## config.mk

```make
export PLATFORM = sky130hd
export DESIGN_NAME = mmvb_top
export DESIGN_NICKNAME = d
export VERILOG_FILES = /design/src/core/mmvb_pkg.sv /design/src/core/mmvb_req_if.sv /design/src/core/mmvb_arb.sv /design/src/core/mmvb_prof.sv /design/src/core/mmvb_top.sv
export SDC_FILE = /design/constraint.sdc
export NUM_CORES = 2
export LEC_CHECK = 0
export BUFFER_PORTS_ARGS = -buffer_cell sky130_fd_sc_hd__buf_4
export CORE_MARGIN = 10
export CORE_UTILIZATION = 57
export DETAILED_ROUTE_END_ITERATION = 16
export PLACE_DENSITY = 0.74
export REMOVE_ABC_BUFFERS = 1
export SETUP_SLACK_MARGIN = 0.15
export SKIP_CTS_REPAIR_TIMING = 1
export SLEW_MARGIN = 20
export SYNTH_ARGS = -nofsm -noshare
export SYNTH_HDL_FRONTEND = slang
export SYNTH_SLANG_ARGS = --single-unit
```

## constraint.sdc

```tcl
create_clock -name SYS_CLK -period 9.1 [get_ports SYS_CLK]
set_input_delay 0 -clock SYS_CLK [delete_from_list [all_inputs] [get_ports SYS_CLK]]
set_output_delay 0 -clock SYS_CLK [all_outputs]
set_load 0.05 [all_outputs]
```

## src/core/mmvb_pkg.sv

```systemverilog
package mmvb_pkg;
  // ----------------------------------------
  // widths
  // ----------------------------------------
  localparam int REG_W = 16;
  localparam int VALUE_W = 32;
  localparam int IDX_W = 6;
  localparam int NUM_VALUES = 48;
  localparam int PROF_FLAGS_W = 3;
  // ----------------------------------------
  // value offsets, first register of each
  // ----------------------------------------
  localparam logic [15:0] OFS_VOLT_PHASE1_NEUTRAL = 16'h0001;
  localparam logic [15:0] OFS_VOLT_PHASE2_NEUTRAL = 16'h0003;
  localparam logic [15:0] OFS_VOLT_PHASE3_NEUTRAL = 16'h0005;
  localparam logic [15:0] OFS_VOLT_PHASE1_PHASE2 = 16'h0007;
  localparam logic [15:0] OFS_VOLT_PHASE2_PHASE3 = 16'h0009;
  localparam logic [15:0] OFS_VOLT_PHASE3_PHASE1 = 16'h000B;
  localparam logic [15:0] OFS_CURRENT_PHASE1 = 16'h000D;
  localparam logic [15:0] OFS_CURRENT_PHASE2 = 16'h000F;
  localparam logic [15:0] OFS_CURRENT_PHASE3 = 16'h0011;
  localparam logic [15:0] OFS_APPARENT_PWR_PHASE1 = 16'h0013;
  localparam logic [15:0] OFS_APPARENT_PWR_PHASE2 = 16'h0015;
  localparam logic [15:0] OFS_APPARENT_PWR_PHASE3 = 16'h0017;
  localparam logic [15:0] OFS_ACTIVE_PWR_PHASE1 = 16'h0019;
  localparam logic [15:0] OFS_ACTIVE_PWR_PHASE2 = 16'h001B;
  localparam logic [15:0] OFS_ACTIVE_PWR_PHASE3 = 16'h001D;
  localparam logic [15:0] OFS_REACTIVE_PWR_PHASE1 = 16'h001F;
  localparam logic [15:0] OFS_REACTIVE_PWR_PHASE2 = 16'h0021;
  localparam logic [15:0] OFS_REACTIVE_PWR_PHASE3 = 16'h0023;
  localparam logic [15:0] OFS_PF_PHASE1 = 16'h0025;
  localparam logic [15:0] OFS_PF_PHASE2 = 16'h0027;
  localparam logic [15:0] OFS_PF_PHASE3 = 16'h0029;
  localparam logic [15:0] OFS_HARMONIC_DIST_V12 = 16'h002B;
  localparam logic [15:0] OFS_HARMONIC_DIST_V23 = 16'h002D;
  localparam logic [15:0] OFS_HARMONIC_DIST_V31 = 16'h002F;
  localparam logic [15:0] OFS_RESERVED_A = 16'h0031;
  localparam logic [15:0] OFS_RESERVED_B = 16'h0033;
  localparam logic [15:0] OFS_RESERVED_C = 16'h0035;
  localparam logic [15:0] OFS_LINE_FREQUENCY = 16'h0037;
  localparam logic [15:0] OFS_AVG_VOLT_TO_NEUTRAL = 16'h0039;
  localparam logic [15:0] OFS_AVG_VOLT_LINE_TO_LINE = 16'h003B;
  localparam logic [15:0] OFS_AVG_CURRENT = 16'h003D;
  localparam logic [15:0] OFS_TOTAL_APPARENT_PWR = 16'h003F;
  localparam logic [15:0] OFS_TOTAL_ACTIVE_PWR = 16'h0041;
  localparam logic [15:0] OFS_TOTAL_REACTIVE_PWR = 16'h0043;
  localparam logic [15:0] OFS_TOTAL_PF = 16'h0045;
  localparam logic [15:0] OFS_VOLT_IMBALANCE = 16'h0047;
  localparam logic [15:0] OFS_CURRENT_IMBALANCE = 16'h0049;
  localparam logic [15:0] OFS_PEAK_VOLT_PHASE1_NEUTRAL = 16'h004B;
  localparam logic [15:0] OFS_PEAK_VOLT_PHASE2_NEUTRAL = 16'h004D;
  localparam logic [15:0] OFS_PEAK_VOLT_PHASE3_NEUTRAL = 16'h004F;
  localparam logic [15:0] OFS_PEAK_VOLT_PHASE1_PHASE2 = 16'h0051;
  localparam logic [15:0] OFS_PEAK_VOLT_PHASE2_PHASE3 = 16'h0053;
  localparam logic [15:0] OFS_PEAK_VOLT_PHASE3_PHASE1 = 16'h0055;
  localparam logic [15:0] OFS_PEAK_CURRENT_PHASE1 = 16'h0057;
  localparam logic [15:0] OFS_PEAK_CURRENT_PHASE2 = 16'h0059;
  localparam logic [15:0] OFS_PEAK_CURRENT_PHASE3 = 16'h005B;
  localparam logic [15:0] OFS_PEAK_APPARENT_PWR_PHASE1 = 16'h005D;
  localparam logic [15:0] OFS_PEAK_APPARENT_PWR_PHASE2 = 16'h005F;
  localparam logic [15:0] FIRST_OFFSET = OFS_VOLT_PHASE1_NEUTRAL;
  localparam logic [15:0] LAST_OFFSET = OFS_PEAK_APPARENT_PWR_PHASE2 + 16'h0001;
  // ----------------------------------------
  // function and exception codes, limits
  // ----------------------------------------
  localparam logic [7:0] FC_READ_HOLD = 8'h03;
  localparam logic [7:0] FC_READ_INPUT = 8'h04;
  localparam logic [7:0] FC_WRITE_SINGLE = 8'h06;
  localparam logic [7:0] FC_WRITE_MULTI = 8'h10;
  localparam logic [7:0] EXC_FLAG = 8'h80;
  localparam logic [7:0] EXC_NONE = 8'h00;
  localparam logic [7:0] EXC_ILLEGAL_FUNC = 8'h01;
  localparam logic [7:0] EXC_ILLEGAL_ADDR = 8'h02;
  localparam logic [7:0] EXC_ILLEGAL_VALUE = 8'h03;
  localparam logic [7:0] EXC_READ_ONLY = 8'h01;
  localparam logic [15:0] MAX_READ_COUNT = 16'h007D;
  localparam logic [15:0] MAX_WRITE_COUNT = 16'h007B;
  localparam logic [15:0] SINGLE_WRITE_COUNT = 16'h0001;
  // ----------------------------------------
  // load profile flags, reset values
  // ----------------------------------------
  localparam int PROF_UNCERTAIN_BIT = 0;
  localparam int PROF_SUPPLY_BIT = 1;
  localparam int PROF_REALIGN_BIT = 2;
  localparam logic [2:0] PROF_RESET = 3'h0;
  localparam logic [31:0] VALUE_RESET = 32'h0;
  typedef enum logic [1:0] {S_IDLE, S_CHECK, S_READ, S_EXC} mmvb_state_type;
endpackage

```

## src/core/mmvb_req_if.sv

```systemverilog
`timescale 1ns/100ps
interface mmvb_req_if;
  logic valid;
  logic ready;
  logic port;
  logic [7:0] func;
  logic [15:0] start;
  logic [15:0] count;
  modport src (output valid, port, func, start, count, input ready);
  modport dst (input valid, port, func, start, count, output ready);
endinterface

```

## src/core/mmvb_arb.sv

```systemverilog
`timescale 1ns/100ps
// ----------------------------------------
// round robin between the two link ports
// ----------------------------------------
module mmvb_arb (
  input wire logic clk,
  input wire logic rst,
  input wire logic eth_valid,
  output logic eth_ready,
  input wire logic [7:0] eth_func,
  input wire logic [15:0] eth_start,
  input wire logic [15:0] eth_count,
  input wire logic ser_valid,
  output logic ser_ready,
  input wire logic [7:0] ser_func,
  input wire logic [15:0] ser_start,
  input wire logic [15:0] ser_count,
  mmvb_req_if.src rq
);
  logic last_ser_r;
  logic grant_ser;
  assign grant_ser = ser_valid & (~eth_valid | ~last_ser_r);
  assign rq.valid = eth_valid | ser_valid;
  assign rq.port = grant_ser;
  assign rq.func = grant_ser ? ser_func : eth_func;
  assign rq.start = grant_ser ? ser_start : eth_start;
  assign rq.count = grant_ser ? ser_count : eth_count;
  assign eth_ready = rq.ready & ~grant_ser;
  assign ser_ready = rq.ready & grant_ser;
  always_ff @(posedge clk) begin
    if (rst) begin
      last_ser_r <= 1'b0;
    end else if (rq.valid & rq.ready) begin
      last_ser_r <= grant_ser;
    end
  end
endmodule

```

## src/core/mmvb_prof.sv

```systemverilog
`timescale 1ns/100ps
// ----------------------------------------
// per period load profile flags
// ----------------------------------------
module mmvb_prof (
  input wire logic clk,
  input wire logic rst,
  input wire logic period_end,
  input wire logic cut_supply,
  input wire logic cut_resync,
  input wire logic uncertain_evt,
  input wire logic time_evt,
  output logic [2:0] flags,
  output logic strobe
);
  logic unc_pend_r, time_pend_r, strobe_r;
  logic [2:0] flags_r, flags_nxt;
  assign flags_nxt[mmvb_pkg::PROF_UNCERTAIN_BIT] = unc_pend_r | uncertain_evt;
  assign flags_nxt[mmvb_pkg::PROF_SUPPLY_BIT] = cut_supply;
  assign flags_nxt[mmvb_pkg::PROF_REALIGN_BIT] = cut_resync | time_pend_r | time_evt;
  assign flags = flags_r;
  assign strobe = strobe_r;
  always_ff @(posedge clk) begin
    if (rst) begin
      unc_pend_r <= 1'b0;
      time_pend_r <= 1'b0;
      flags_r <= mmvb_pkg::PROF_RESET;
      strobe_r <= 1'b0;
    end else begin
      unc_pend_r <= ~period_end & (unc_pend_r | uncertain_evt);
      time_pend_r <= ~period_end & (time_pend_r | time_evt);
      strobe_r <= period_end;
      if (period_end) begin
        flags_r <= flags_nxt;
      end
    end
  end
endmodule

```

## src/core/mmvb_top.sv

```systemverilog
`timescale 1ns/100ps
// ----------------------------------------
// measured value register bank
// ----------------------------------------
// Function
// - a read starting on the second register of a value gets an exception, no data.
// - a write whose span ends inside a value gets an exception, nothing is updated.
// - function codes 0x03 and 0x04 both read the measured values.
// - each value is a read-only float in two registers starting at an odd offset.
// - the profile flag set is recorded once per demand period.
// - the uncertain flag is true when the period values are not certain.
// - the supply loss flag is true when supply failure cut the period short.
// - the realigned flag is true on a resync cut or an uncertain time base.
// - values are reachable from both the Ethernet and the serial link port.
module mmvb_top #(
  parameter int NUM_VALUES = mmvb_pkg::NUM_VALUES
) (
  input wire logic SYS_CLK,
  input wire logic RST,
  input wire logic ETH_REQ_VALID,
  output logic ETH_REQ_READY,
  input wire logic [7:0] ETH_REQ_FUNC,
  input wire logic [15:0] ETH_REQ_START,
  input wire logic [15:0] ETH_REQ_COUNT,
  input wire logic SER_REQ_VALID,
  output logic SER_REQ_READY,
  input wire logic [7:0] SER_REQ_FUNC,
  input wire logic [15:0] SER_REQ_START,
  input wire logic [15:0] SER_REQ_COUNT,
  output logic RSP_VALID,
  input wire logic RSP_READY,
  output logic RSP_PORT,
  output logic RSP_EXC,
  output logic [7:0] RSP_FUNC,
  output logic [7:0] RSP_CODE,
  output logic [15:0] RSP_DATA,
  output logic RSP_LAST,
  input wire logic MEAS_WE,
  input wire logic [5:0] MEAS_IDX,
  input wire logic [31:0] MEAS_DATA,
  input wire logic PERIOD_END,
  input wire logic PERIOD_CUT_SUPPLY,
  input wire logic PERIOD_CUT_RESYNC,
  input wire logic VALUES_UNCERTAIN,
  input wire logic TIME_UNCERTAIN,
  output logic [2:0] PROFILE_FLAGS,
  output logic PROFILE_STROBE,
  output logic [15:0] REQ_TOTAL,
  output logic [15:0] EXC_TOTAL
);
  // ----------------------------------------
  // helpers
  // ----------------------------------------
  function automatic logic [5:0] reg_index(input logic [15:0] addr);
    logic [15:0] rel;
    rel = addr - mmvb_pkg::FIRST_OFFSET;
    return rel[6:1];
  endfunction

  function automatic logic first_reg(input logic [15:0] addr);
    return addr[0];
  endfunction

  localparam logic [5:0] RSVD_LO = reg_index(mmvb_pkg::OFS_RESERVED_A);
  localparam logic [5:0] RSVD_HI = reg_index(mmvb_pkg::OFS_RESERVED_C);

  // ----------------------------------------
  // declarations
  // ----------------------------------------
  mmvb_req_if rq ();
  mmvb_pkg::mmvb_state_type state_r, state_nxt;
  logic port_r;
  logic [7:0] func_r;
  logic [15:0] start_r;
  logic [15:0] count_r;
  logic [15:0] ptr_r, ptr_nxt;
  logic [15:0] left_r, left_nxt;
  logic [15:0] data_r, data_nxt;
  logic [15:0] hold_r;
  logic last_r, last_nxt;
  logic exc_r;
  logic [7:0] code_r;
  logic [7:0] rsp_func_r;
  logic [15:0] req_total_r;
  logic [15:0] exc_total_r;
  logic [31:0] value_mem_r [NUM_VALUES];

  logic take;
  logic beat;
  logic in_check;
  logic is_read;
  logic is_wr_single;
  logic is_wr_multi;
  logic is_write;
  logic [15:0] span;
  logic [16:0] last_addr;
  logic count_ok;
  logic range_ok;
  logic start_aligned;
  logic end_aligned;
  logic [7:0] exc_code;
  logic check_fail;
  logic [15:0] rd_addr;
  logic [5:0] rd_idx;
  logic rd_hi;
  logic rd_rsvd;
  logic [31:0] rd_value;
  logic [15:0] rd_word;
  logic load_word;
  logic meas_ok;
  logic meas_rsvd;

  // ----------------------------------------
  // link ports and profile recorder
  // ----------------------------------------
  mmvb_arb u_arb (
    .clk(SYS_CLK),
    .rst(RST),
    .eth_valid(ETH_REQ_VALID),
    .eth_ready(ETH_REQ_READY),
    .eth_func(ETH_REQ_FUNC),
    .eth_start(ETH_REQ_START),
    .eth_count(ETH_REQ_COUNT),
    .ser_valid(SER_REQ_VALID),
    .ser_ready(SER_REQ_READY),
    .ser_func(SER_REQ_FUNC),
    .ser_start(SER_REQ_START),
    .ser_count(SER_REQ_COUNT),
    .rq(rq.src)
  );

  mmvb_prof u_prof (
    .clk(SYS_CLK),
    .rst(RST),
    .period_end(PERIOD_END),
    .cut_supply(PERIOD_CUT_SUPPLY),
    .cut_resync(PERIOD_CUT_RESYNC),
    .uncertain_evt(VALUES_UNCERTAIN),
    .time_evt(TIME_UNCERTAIN),
    .flags(PROFILE_FLAGS),
    .strobe(PROFILE_STROBE)
  );

  // ----------------------------------------
  // request decode
  // ----------------------------------------
  assign rq.ready = (state_r == mmvb_pkg::S_IDLE);
  assign take = rq.valid & rq.ready;
  assign in_check = (state_r == mmvb_pkg::S_CHECK);
  assign is_read = (func_r == mmvb_pkg::FC_READ_HOLD)
    | (func_r == mmvb_pkg::FC_READ_INPUT);
  assign is_wr_single = (func_r == mmvb_pkg::FC_WRITE_SINGLE);
  assign is_wr_multi = (func_r == mmvb_pkg::FC_WRITE_MULTI);
  assign is_write = is_wr_single | is_wr_multi;
  assign span = is_wr_single ? mmvb_pkg::SINGLE_WRITE_COUNT : count_r;
  assign last_addr = {1'b0, start_r} + {1'b0, span} - 17'h00001;

  assign count_ok = (span != 16'h0000)
    & (is_write ? (span <= mmvb_pkg::MAX_WRITE_COUNT)
                : (span <= mmvb_pkg::MAX_READ_COUNT));
  assign range_ok = (start_r >= mmvb_pkg::FIRST_OFFSET)
    & (last_addr <= {1'b0, mmvb_pkg::LAST_OFFSET});
  assign start_aligned = first_reg(start_r);
  assign end_aligned = ~first_reg(last_addr[15:0]);

  // ----------------------------------------
  // exception selection, first match wins
  // ----------------------------------------
  always_comb begin
    exc_code = mmvb_pkg::EXC_NONE;
    if (!is_read && !is_write) begin
      exc_code = mmvb_pkg::EXC_ILLEGAL_FUNC;
    end else if (!count_ok) begin
      exc_code = mmvb_pkg::EXC_ILLEGAL_VALUE;
    end else if (!range_ok) begin
      exc_code = mmvb_pkg::EXC_ILLEGAL_ADDR;
    end else if (!start_aligned) begin
      exc_code = mmvb_pkg::EXC_ILLEGAL_ADDR;
    end else if (is_write && !end_aligned) begin
      exc_code = mmvb_pkg::EXC_ILLEGAL_ADDR;
    end else if (is_write) begin
      exc_code = mmvb_pkg::EXC_READ_ONLY;
    end
  end

  assign check_fail = (exc_code != mmvb_pkg::EXC_NONE);

  // ----------------------------------------
  // read path
  // ----------------------------------------
  assign rd_addr = in_check ? start_r : ptr_r + 16'h0001;
  assign rd_idx = reg_index(rd_addr);
  assign rd_hi = first_reg(rd_addr);
  assign rd_rsvd = (rd_idx >= RSVD_LO) & (rd_idx <= RSVD_HI);
  assign rd_value = value_mem_r[rd_idx];

  // low word comes from the copy taken with the high word, no tearing
  always_comb begin
    rd_word = 16'h0000;
    if (rd_rsvd) begin
      rd_word = 16'h0000;
    end else if (rd_hi) begin
      rd_word = rd_value[31:16];
    end else if (!in_check) begin
      rd_word = hold_r;
    end else begin
      rd_word = rd_value[15:0];
    end
  end

  assign beat = RSP_VALID & RSP_READY;
  assign load_word = in_check
    | ((state_r == mmvb_pkg::S_READ) & beat & (left_r != 16'h0001));

  // ----------------------------------------
  // state machine
  // ----------------------------------------
  always_comb begin
    state_nxt = state_r;
    unique case (state_r)
      mmvb_pkg::S_IDLE: begin
        if (take) begin
          state_nxt = mmvb_pkg::S_CHECK;
        end
      end
      mmvb_pkg::S_CHECK: begin
        state_nxt = check_fail ? mmvb_pkg::S_EXC : mmvb_pkg::S_READ;
      end
      mmvb_pkg::S_READ: begin
        if (beat && left_r == 16'h0001) begin
          state_nxt = mmvb_pkg::S_IDLE;
        end
      end
      mmvb_pkg::S_EXC: begin
        if (beat) begin
          state_nxt = mmvb_pkg::S_IDLE;
        end
      end
    endcase
  end

  assign ptr_nxt = in_check ? start_r
    : (beat ? ptr_r + 16'h0001 : ptr_r);
  assign left_nxt = in_check ? span
    : ((beat && state_r == mmvb_pkg::S_READ) ? left_r - 16'h0001 : left_r);
  assign last_nxt = in_check ? ((span == 16'h0001) & ~check_fail)
    : ((beat && state_r == mmvb_pkg::S_READ) ? (left_r == 16'h0002) : last_r);
  assign data_nxt = load_word ? rd_word : data_r;

  always_ff @(posedge SYS_CLK) begin
    if (RST) begin
      state_r <= mmvb_pkg::S_IDLE;
      ptr_r <= 16'h0000;
      left_r <= 16'h0000;
      last_r <= 1'b0;
      data_r <= 16'h0000;
    end else begin
      state_r <= state_nxt;
      ptr_r <= ptr_nxt;
      left_r <= left_nxt;
      last_r <= last_nxt;
      data_r <= data_nxt;
    end
  end

  // ----------------------------------------
  // request latch
  // ----------------------------------------
  always_ff @(posedge SYS_CLK) begin
    if (RST) begin
      port_r <= 1'b0;
      func_r <= 8'h00;
      start_r <= 16'h0000;
      count_r <= 16'h0000;
    end else if (take) begin
      port_r <= rq.port;
      func_r <= rq.func;
      start_r <= rq.start;
      count_r <= rq.count;
    end
  end

  // ----------------------------------------
  // answer header
  // ----------------------------------------
  always_ff @(posedge SYS_CLK) begin
    if (RST) begin
      exc_r <= 1'b0;
      code_r <= mmvb_pkg::EXC_NONE;
      rsp_func_r <= 8'h00;
    end else if (in_check) begin
      exc_r <= check_fail;
      code_r <= exc_code;
      rsp_func_r <= check_fail ? (func_r | mmvb_pkg::EXC_FLAG) : func_r;
    end
  end

  always_ff @(posedge SYS_CLK) begin
    if (RST) begin
      hold_r <= 16'h0000;
    end else if (load_word && rd_hi) begin
      hold_r <= rd_value[15:0];
    end
  end

  // ----------------------------------------
  // request and exception totals
  // ----------------------------------------
  always_ff @(posedge SYS_CLK) begin
    if (RST) begin
      req_total_r <= 16'h0000;
      exc_total_r <= 16'h0000;
    end else begin
      if (take) begin
        req_total_r <= req_total_r + 16'h0001;
      end
      if (in_check && check_fail) begin
        exc_total_r <= exc_total_r + 16'h0001;
      end
    end
  end

  // ----------------------------------------
  // value store, updated only by measurement
  // ----------------------------------------
  assign meas_rsvd = (MEAS_IDX >= RSVD_LO) & (MEAS_IDX <= RSVD_HI);
  assign meas_ok = MEAS_WE & ~meas_rsvd & (32'(MEAS_IDX) < NUM_VALUES);

  for (genvar g = 0; g < NUM_VALUES; g++) begin : g_val
    always_ff @(posedge SYS_CLK) begin
      if (RST) begin
        value_mem_r[g] <= mmvb_pkg::VALUE_RESET;
      end else if (meas_ok && MEAS_IDX == 6'(g)) begin
        value_mem_r[g] <= MEAS_DATA;
      end
    end
  end

  // ----------------------------------------
  // outputs
  // ----------------------------------------
  assign RSP_VALID = (state_r == mmvb_pkg::S_READ) | (state_r == mmvb_pkg::S_EXC);
  assign RSP_PORT = port_r;
  assign RSP_EXC = exc_r;
  assign RSP_FUNC = rsp_func_r;
  assign RSP_CODE = code_r;
  assign RSP_DATA = data_r;
  assign RSP_LAST = last_r;
  assign REQ_TOTAL = req_total_r;
  assign EXC_TOTAL = exc_total_r;
endmodule

```

# After elaboration in Yosys (flattened, before gate mapping)
# Memories as Yosys holds them, arrays and structs flattened.
# Index checks and enable logic that the tools add are counted.
# totals
reg_bits	163
ram_bits	1536
in_bits	129
output_inout_bits	74
word_cells	461
n_memories	1
# mem_list
memory	words	word_bits	read_ports	rd_ports_with_merged_regs	wr	line_no	source
value_mem_r	48	32	1	0	48	mmvb_top.sv:86	logic [31:0] value_mem_r [NUM_VALUES];
# classes
n_addsub	7
order_cmp	9
n_eq_ne	61
mux	221
bitwise	80
reduce_logical	63
# ops
operator	n
32-bit two-way mux	48
16-bit two-way mux	10
1-bit two-way mux	151
6-bit by 5-bit == test with 1-bit output (second input constant)	16
6-bit == test (second input constant)	16
1-bit OR	58
1-bit logical AND	54
16-bit by 1-bit adder with 16-bit output (second input constant)	3
6-bit by 4-bit == test with 1-bit output (second input constant)	8
16-bit by 1-bit == test with 1-bit output (second input constant)	2
16-bit by 7-bit <= comparator with 1-bit output (second input constant)	2
6-bit by 3-bit == test with 1-bit output (second input constant)	4
16-bit by 16-bit adder with 17-bit output	1
17-bit by 7-bit <= comparator with 1-bit output (second input constant)	1
17-bit by 1-bit subtractor with 17-bit output (second input constant)	1
1-bit AND	16
16-bit by 2-bit == test with 1-bit output (second input constant)	1
8-bit by 3-bit == test with 1-bit output (second input constant)	2
16-bit by 1-bit greater-or-equal comparator with 1-bit output (second input constant)	1
2-bit two-way mux	8
8-bit two-way mux	2
16-bit by 1-bit inequality test with 1-bit output (second input constant)	1
16-bit nonzero test	1
16-bit by 1-bit subtractor with 16-bit output (second input constant)	1
21 further kinds	33

# Logic depth before layout (Yosys ltp)
# depth
depth_word	14
depth_mapped	22
depth_no_buf	19

# Modules after synthesis
# From an unflattened synthesis, not the netlist that was laid out.
# hier_totals
hier_cells	5780
hier_area_um2	78921.9
# by_module_without_submodules
mod	instances	cells_each	area_per_inst_um2	seq_area_each_um2
mmvb_top	1	5710	78163.7	48967.0
mmvb_arb	1	51	559.3	20.0
mmvb_prof	1	19	198.9	120.1

# Worst setup path after synthesis
# No wires, ideal clock.
# synth_path
path_type	register to register
start	reg func_r[7]
end	reg exc_total_r[0], in the netlist EXC_TOTAL[0]
setup_ps	121
arrival_time_ps	4525
required_time_ps	8979
setup_slack_ps	4454
stages_incl_launch_ff	21
n_path_buf	1
synth_period_minus_slack_ps	4646
cell_sequence	dfxtp_1 -> or4_1 -> nor2_1 -> nand2_1 -> nand2_1 -> ha_1 -> inv_1 -> ha_1 -> inv_1 -> fa_1 -> nor2b_1 -> o31a_1 -> nor2_1 -> xnor2_1 -> or4_1 -> or4_1 -> nor3_2 -> and2_4 -> buf_6 -> nor2_1 -> mux2_4
# synth_via
elab_chain_len	12
word_cells_on_any_way	28
cone_classes	add/sub: 2; order compare: 3; eq/ne: 4; mux: 8; bitwise: 4; reduce/logical: 7
# synth_rtl
element	line_no	source
from (decl)	mmvb_top.sv:73	logic [7:0] func_r;
from (signal assigned)	mmvb_top.sv:277	func_r <= rq.func;
branches (longest 9 deep; another with 16-bit by 16-bit adder with 17-bit output)	n/a	
2-bit two-way mux *	mmvb_top.sv:171	if (!is_read && !is_write) begin
8-bit nonzero test *	mmvb_top.sv:186	assign check_fail = (exc_code != mmvb_pkg::EXC_NONE);
1-bit logical AND *	mmvb_top.sv:317	if (in_check && check_fail) begin
to (signal assigned)	mmvb_top.sv:318	exc_total_r <= exc_total_r + 16'h0001;
to (decl)	mmvb_top.sv:85	logic [15:0] exc_total_r;
# Mark *: on every way between the ends.
# A chain may end at the register's enable or synchronous reset.

# Worst setup path after layout
# layout_path
start	reg state_r[1]
end	reg data_r[8], in the netlist RSP_DATA[8]
# layout_via
elab_chain_len	7
word_cells_on_any_way	17
cone_classes	add/sub: 1; order compare: 2; eq/ne: 3; mux: 4; bitwise: 6; memory: 1
# layout_rtl
element	line_no	source
from (decl)	mmvb_top.sv:71	mmvb_pkg::mmvb_state_type state_r, state_nxt;
from (signal assigned)	mmvb_top.sv:252	state_r <= mmvb_pkg::S_IDLE;
from (signal assigned)	mmvb_top.sv:258	state_r <= state_nxt;
2-bit by 1-bit == test with 1-bit output	mmvb_top.sv:149	assign in_check = (state_r == mmvb_pkg::S_CHECK);
7-bit two-way mux	mmvb_top.sv:191	assign rd_addr = in_check ? start_r : ptr_r + 16'h0001;
7-bit by 1-bit subtractor with 7-bit output	mmvb_top.sv:56	rel = addr - mmvb_pkg::FIRST_OFFSET;
memory read 48 x 32 bit	n/a	
16-bit two-way mux	mmvb_top.sv:204	end else if (!in_check) begin
16-bit two-way mux	mmvb_top.sv:202	end else if (rd_hi) begin
16-bit two-way mux	mmvb_top.sv:200	if (rd_rsvd) begin
to (signal assigned)	mmvb_top.sv:262	data_r <= data_nxt;
to (decl)	mmvb_top.sv:78	logic [15:0] data_r, data_nxt;
# Parallel ways exist; a longest one is shown, timed or not.

==> results_dict.tcl <==
set metrics [dict create \
    areaGrowthSynthToFinish_pct 13.16 \
    status "finished, final reports clean" \
    instances_no_fill 7671 \
    peakVddDrop_v 0.0002572 \
    synth_fa_ha_area_share_pct 0.6370 \
    synth_seq_area_share_pct 63.11 \
    layout.nets 5914 \
    cts_root_buf "clkbuf_16" \
    synth.avg_cell_area_um2 14.03 \
    setup-tns-final_ns 0 \
    cts_made_buffers 171 \
    final_core_util_pct 64.98 \
    required_ns 9.80 \
    p_int_w 0.01560 \
    synth_xor_area_share_pct 0.3716 \
    reg2reg_depth 15 \
    slew_headroom_pct 23.59 \
    yosysTopAreaCellShare_pct 59.30 \
    yosysWarnings 0 \
    drt_iter0_drc 6608 \
    clk_pin_slew_ns 0.07 \
    synth_common_cells "edfxtp_1, and2_1, mux4_2, clkbuf_1, nand2_1" \
    timing.fmax_mhz 151.0 \
    crit_path_max_fanout 72 \
    p_seq_share_pct 39.2 \
    vias 48620 \
    place_ws_ns 2.701 \
    yosysTopAreaCell "edfxtp_1" \
    path_cells "nand2b_2 > buf_4 > a21oi_1 > inv_1 > ha_4 > and4bb_2 > a31oi_2 > a21boi_4 > buf_12 > nand2_1 > o22ai_1 > a31oi_1 > a211o_1 > o2111ai_1 > o21ai_1" \
    fill_cells 9577 \
    min_to "u_prof.flags[1]" \
    core_um2 135500 \
    hold_viol 0 \
    synthCells 5545 \
    min_period_ns 6.621 \
    synth.area.top_cells "edfxtp_1, and2_1, mux4_2, dfxtp_1, clkbuf_1" \
    netlist_area_um2 77780 \
    total_power_w 0.02336 \
    rr_startpoint "state_r[1]" \
    io-pin-count 203 \
    worst_path_dominant_cell_family "compound AO/OA/AOI/OAI gates" \
    start_kind "flop" \
    powerDensity_nw_per_um2 265.4 \
    synth_most_common_cell "edfxtp_1" \
    wire_per_inst_um 29.53 \
    path_class "flop to flop" \
    rsz0062_at_grt "false" \
    antenna_found_initial 12 \
    synth_compound_area_share_pct 3.881 \
    cts_sinks 1684 \
    dp.cells 7230 \
    worstSetupEndpointType "flop" \
    critPathSlowestCell "nand2_1" \
    slowest_delay_ns 0.77 \
    worstPathArrival_ns 7.32 \
    setup_viol 0 \
    min-delay-start "PERIOD_CUT_SUPPLY" \
    synth.distinct_cells 82 \
    synth-main-ff-cell "edfxtp_1" \
    cts_max_path_buffers 3 \
    swShare_pct 33.22 \
    worst_pin_slew_ns 1.143 \
    maxCapViolations 0 \
    drive_above_1_share_pct 17.25 \
    initial_core_util_pct 57.42 \
    dr.pass1.iters 6 \
    pwr-share-clk_pct 29.5 \
    drcViolationCount 0 \
    ant_nets 0 \
    skew_ns 0.03609 \
    htreeDepth 4 \
    std_cell_rows 135 \
    grt-ovfl-total 0 \
    portBuffers 196 \
    hold_path_depth 4 \
    synth_top_family_by_area "simple AND/OR/NAND/NOR gates" \
    reg2reg_setup_slack_ns 2.48 \
    fin_ws_ns 2.479 \
    grt_pass1_vias 47320 \
    yosys.area_share.simple_pct 16.45 \
    post-dp-hpwl_um 129900 \
    wl_um 226500 \
    routabilityCongestion 0.9169 \
    synth_seq_cells 1684 \
    regToRegEndpoint "RSP_DATA[8]" \
    die_area_um2 151600 \
    critPathBufInv 3 \
    synth_edf_count 1536 \
    routed_via_density 6.339 \
    finalCritPeriodShare_pct 72.75 \
    p_leak_nw 31.58 \
    power_switching_w 0.007760 \
    grt_pass1_wl_um 325400 \
    fp.dieW_um 389.4 \
    async_flop_share_pct 0 \
    cts_tree "built" \
    slew_viol_final 0 \
    grt_max_degree 107 \
    clk_latency_ns 0.82 \
    fp.dieH_um 389.4 \
    pwr-share-comb_pct 31.3 \
    grt_use_total_pct 29.26 \
    hold_class "input pin to flop" \
    synth_mux_area_share_pct 12.68 \
]
## flip-flops by register name (all words and copies together), names as in the netlist, 2 cells and up
register	flops
RSP_CODE	2
RSP_FUNC	8
EXC_TOTAL	16
ptr_r	7
value_mem_r	1536
start_r	16
RSP_DATA	16
count_r	16
state_r	2
REQ_TOTAL	16
hold_r	16
u_prof.flags	3
left_r	16
func_r	8
## layer usage
layer,wire [µm],GRT usage (%),up-vias
met1,83490,38.90,24370
met3,28240,8.361,534
met4,10420,12.44,14
met2,104300,45.18,3153
li1,-,-,20560
met5,92,0,-
## worst max path at each step
stage	from	end	slack (ns)	depth (start not counted)
after floorplan	state_r[1]	RSP_DATA[14]	-15.44	14
after global placement	state_r[1]	RSP_DATA[8]	2.81	15
after detailed placement	state_r[1]	RSP_DATA[8]	2.70	15
after CTS	state_r[1]	RSP_DATA[8]	2.65	15
after global routing	state_r[1]	RSP_DATA[8]	2.22	15
final	state_r[1]	RSP_DATA[8]	2.48	15
## worst reg2reg max path, stage by stage, from the launching register on
cell       delay, ns
dfxtp_1         0.51
nand2b_2        0.30
buf_4           0.33
a21oi_1         0.69
inv_1           0.33
ha_4            0.26
and4bb_2        0.24
a31oi_2         0.27
a21boi_4        0.67
buf_12          0.42
nand2_1         0.85
o22ai_1         0.67
a31oi_1         0.29
a211o_1         0.47
o2111ai_1       0.11
o21ai_1         0.11
## layout by cell type, fill, tap and decap left out, types with 107 or more instances in the layout
cell type and n:
and2_1 1442, buf_4 286, clkbuf_16 174, dfxtp_1 148, dlygate4sd3_1 124, edfxtp_1 1536, mux2i_1 128, mux4_2 378
nand2_1 342, nand3_1 107, nor2_1 187
## cells by family after synthesis
logic type	after synthesis
and+or+nand+nor	2286
DFF	1684
buffers and inverters	550
muxes	512
AOI/OAI and AO/OA	440
adders and majority gates	39
xor gates and xnor gates	33
other	1
## layout make-up
type	instances	area, µm²	share of cell area, %
sequential	1684	49090	55.77
multi-input combinational	3412	27520	31.26
clock buffer	218	4539	5.157
timing repair buffer	419	3571	4.057
tap	1781	2228	2.532
clock inverter	94	848.3	0.9638
inverter	58	217.7	0.2473
antenna	5	12.51	0.01421
## power by group through the flow
stage | Combinational [W] | Sequential [W] | Clock [W]
2_1_floorplan | 0.00544 | 0.00931 | 0
3_3_place_gp | 0.00706 | 0.00928 | 0
3_5_place_dp | 0.00710 | 0.00931 | 0
4_1_cts | 0.00713 | 0.00915 | 0.00691
5_1_grt | 0.00762 | 0.00920 | 0.00723
6_report | 0.00731 | 0.00916 | 0.00688
## stage by stage
| step | hold WS (ns) | area, µm² |
|---|---|---|
| after floorplan | 0.06465 | 76150 |
| after global placement | 0.2376 | 81340 |
| after detailed placement | 0.2430 | 81380 |
| after CTS | -0.5995 | 86770 |
| after global routing | 0.005959 | 88010 |
| final | 0.007165 | 88020 |
(Power assumes the default switching activity.)
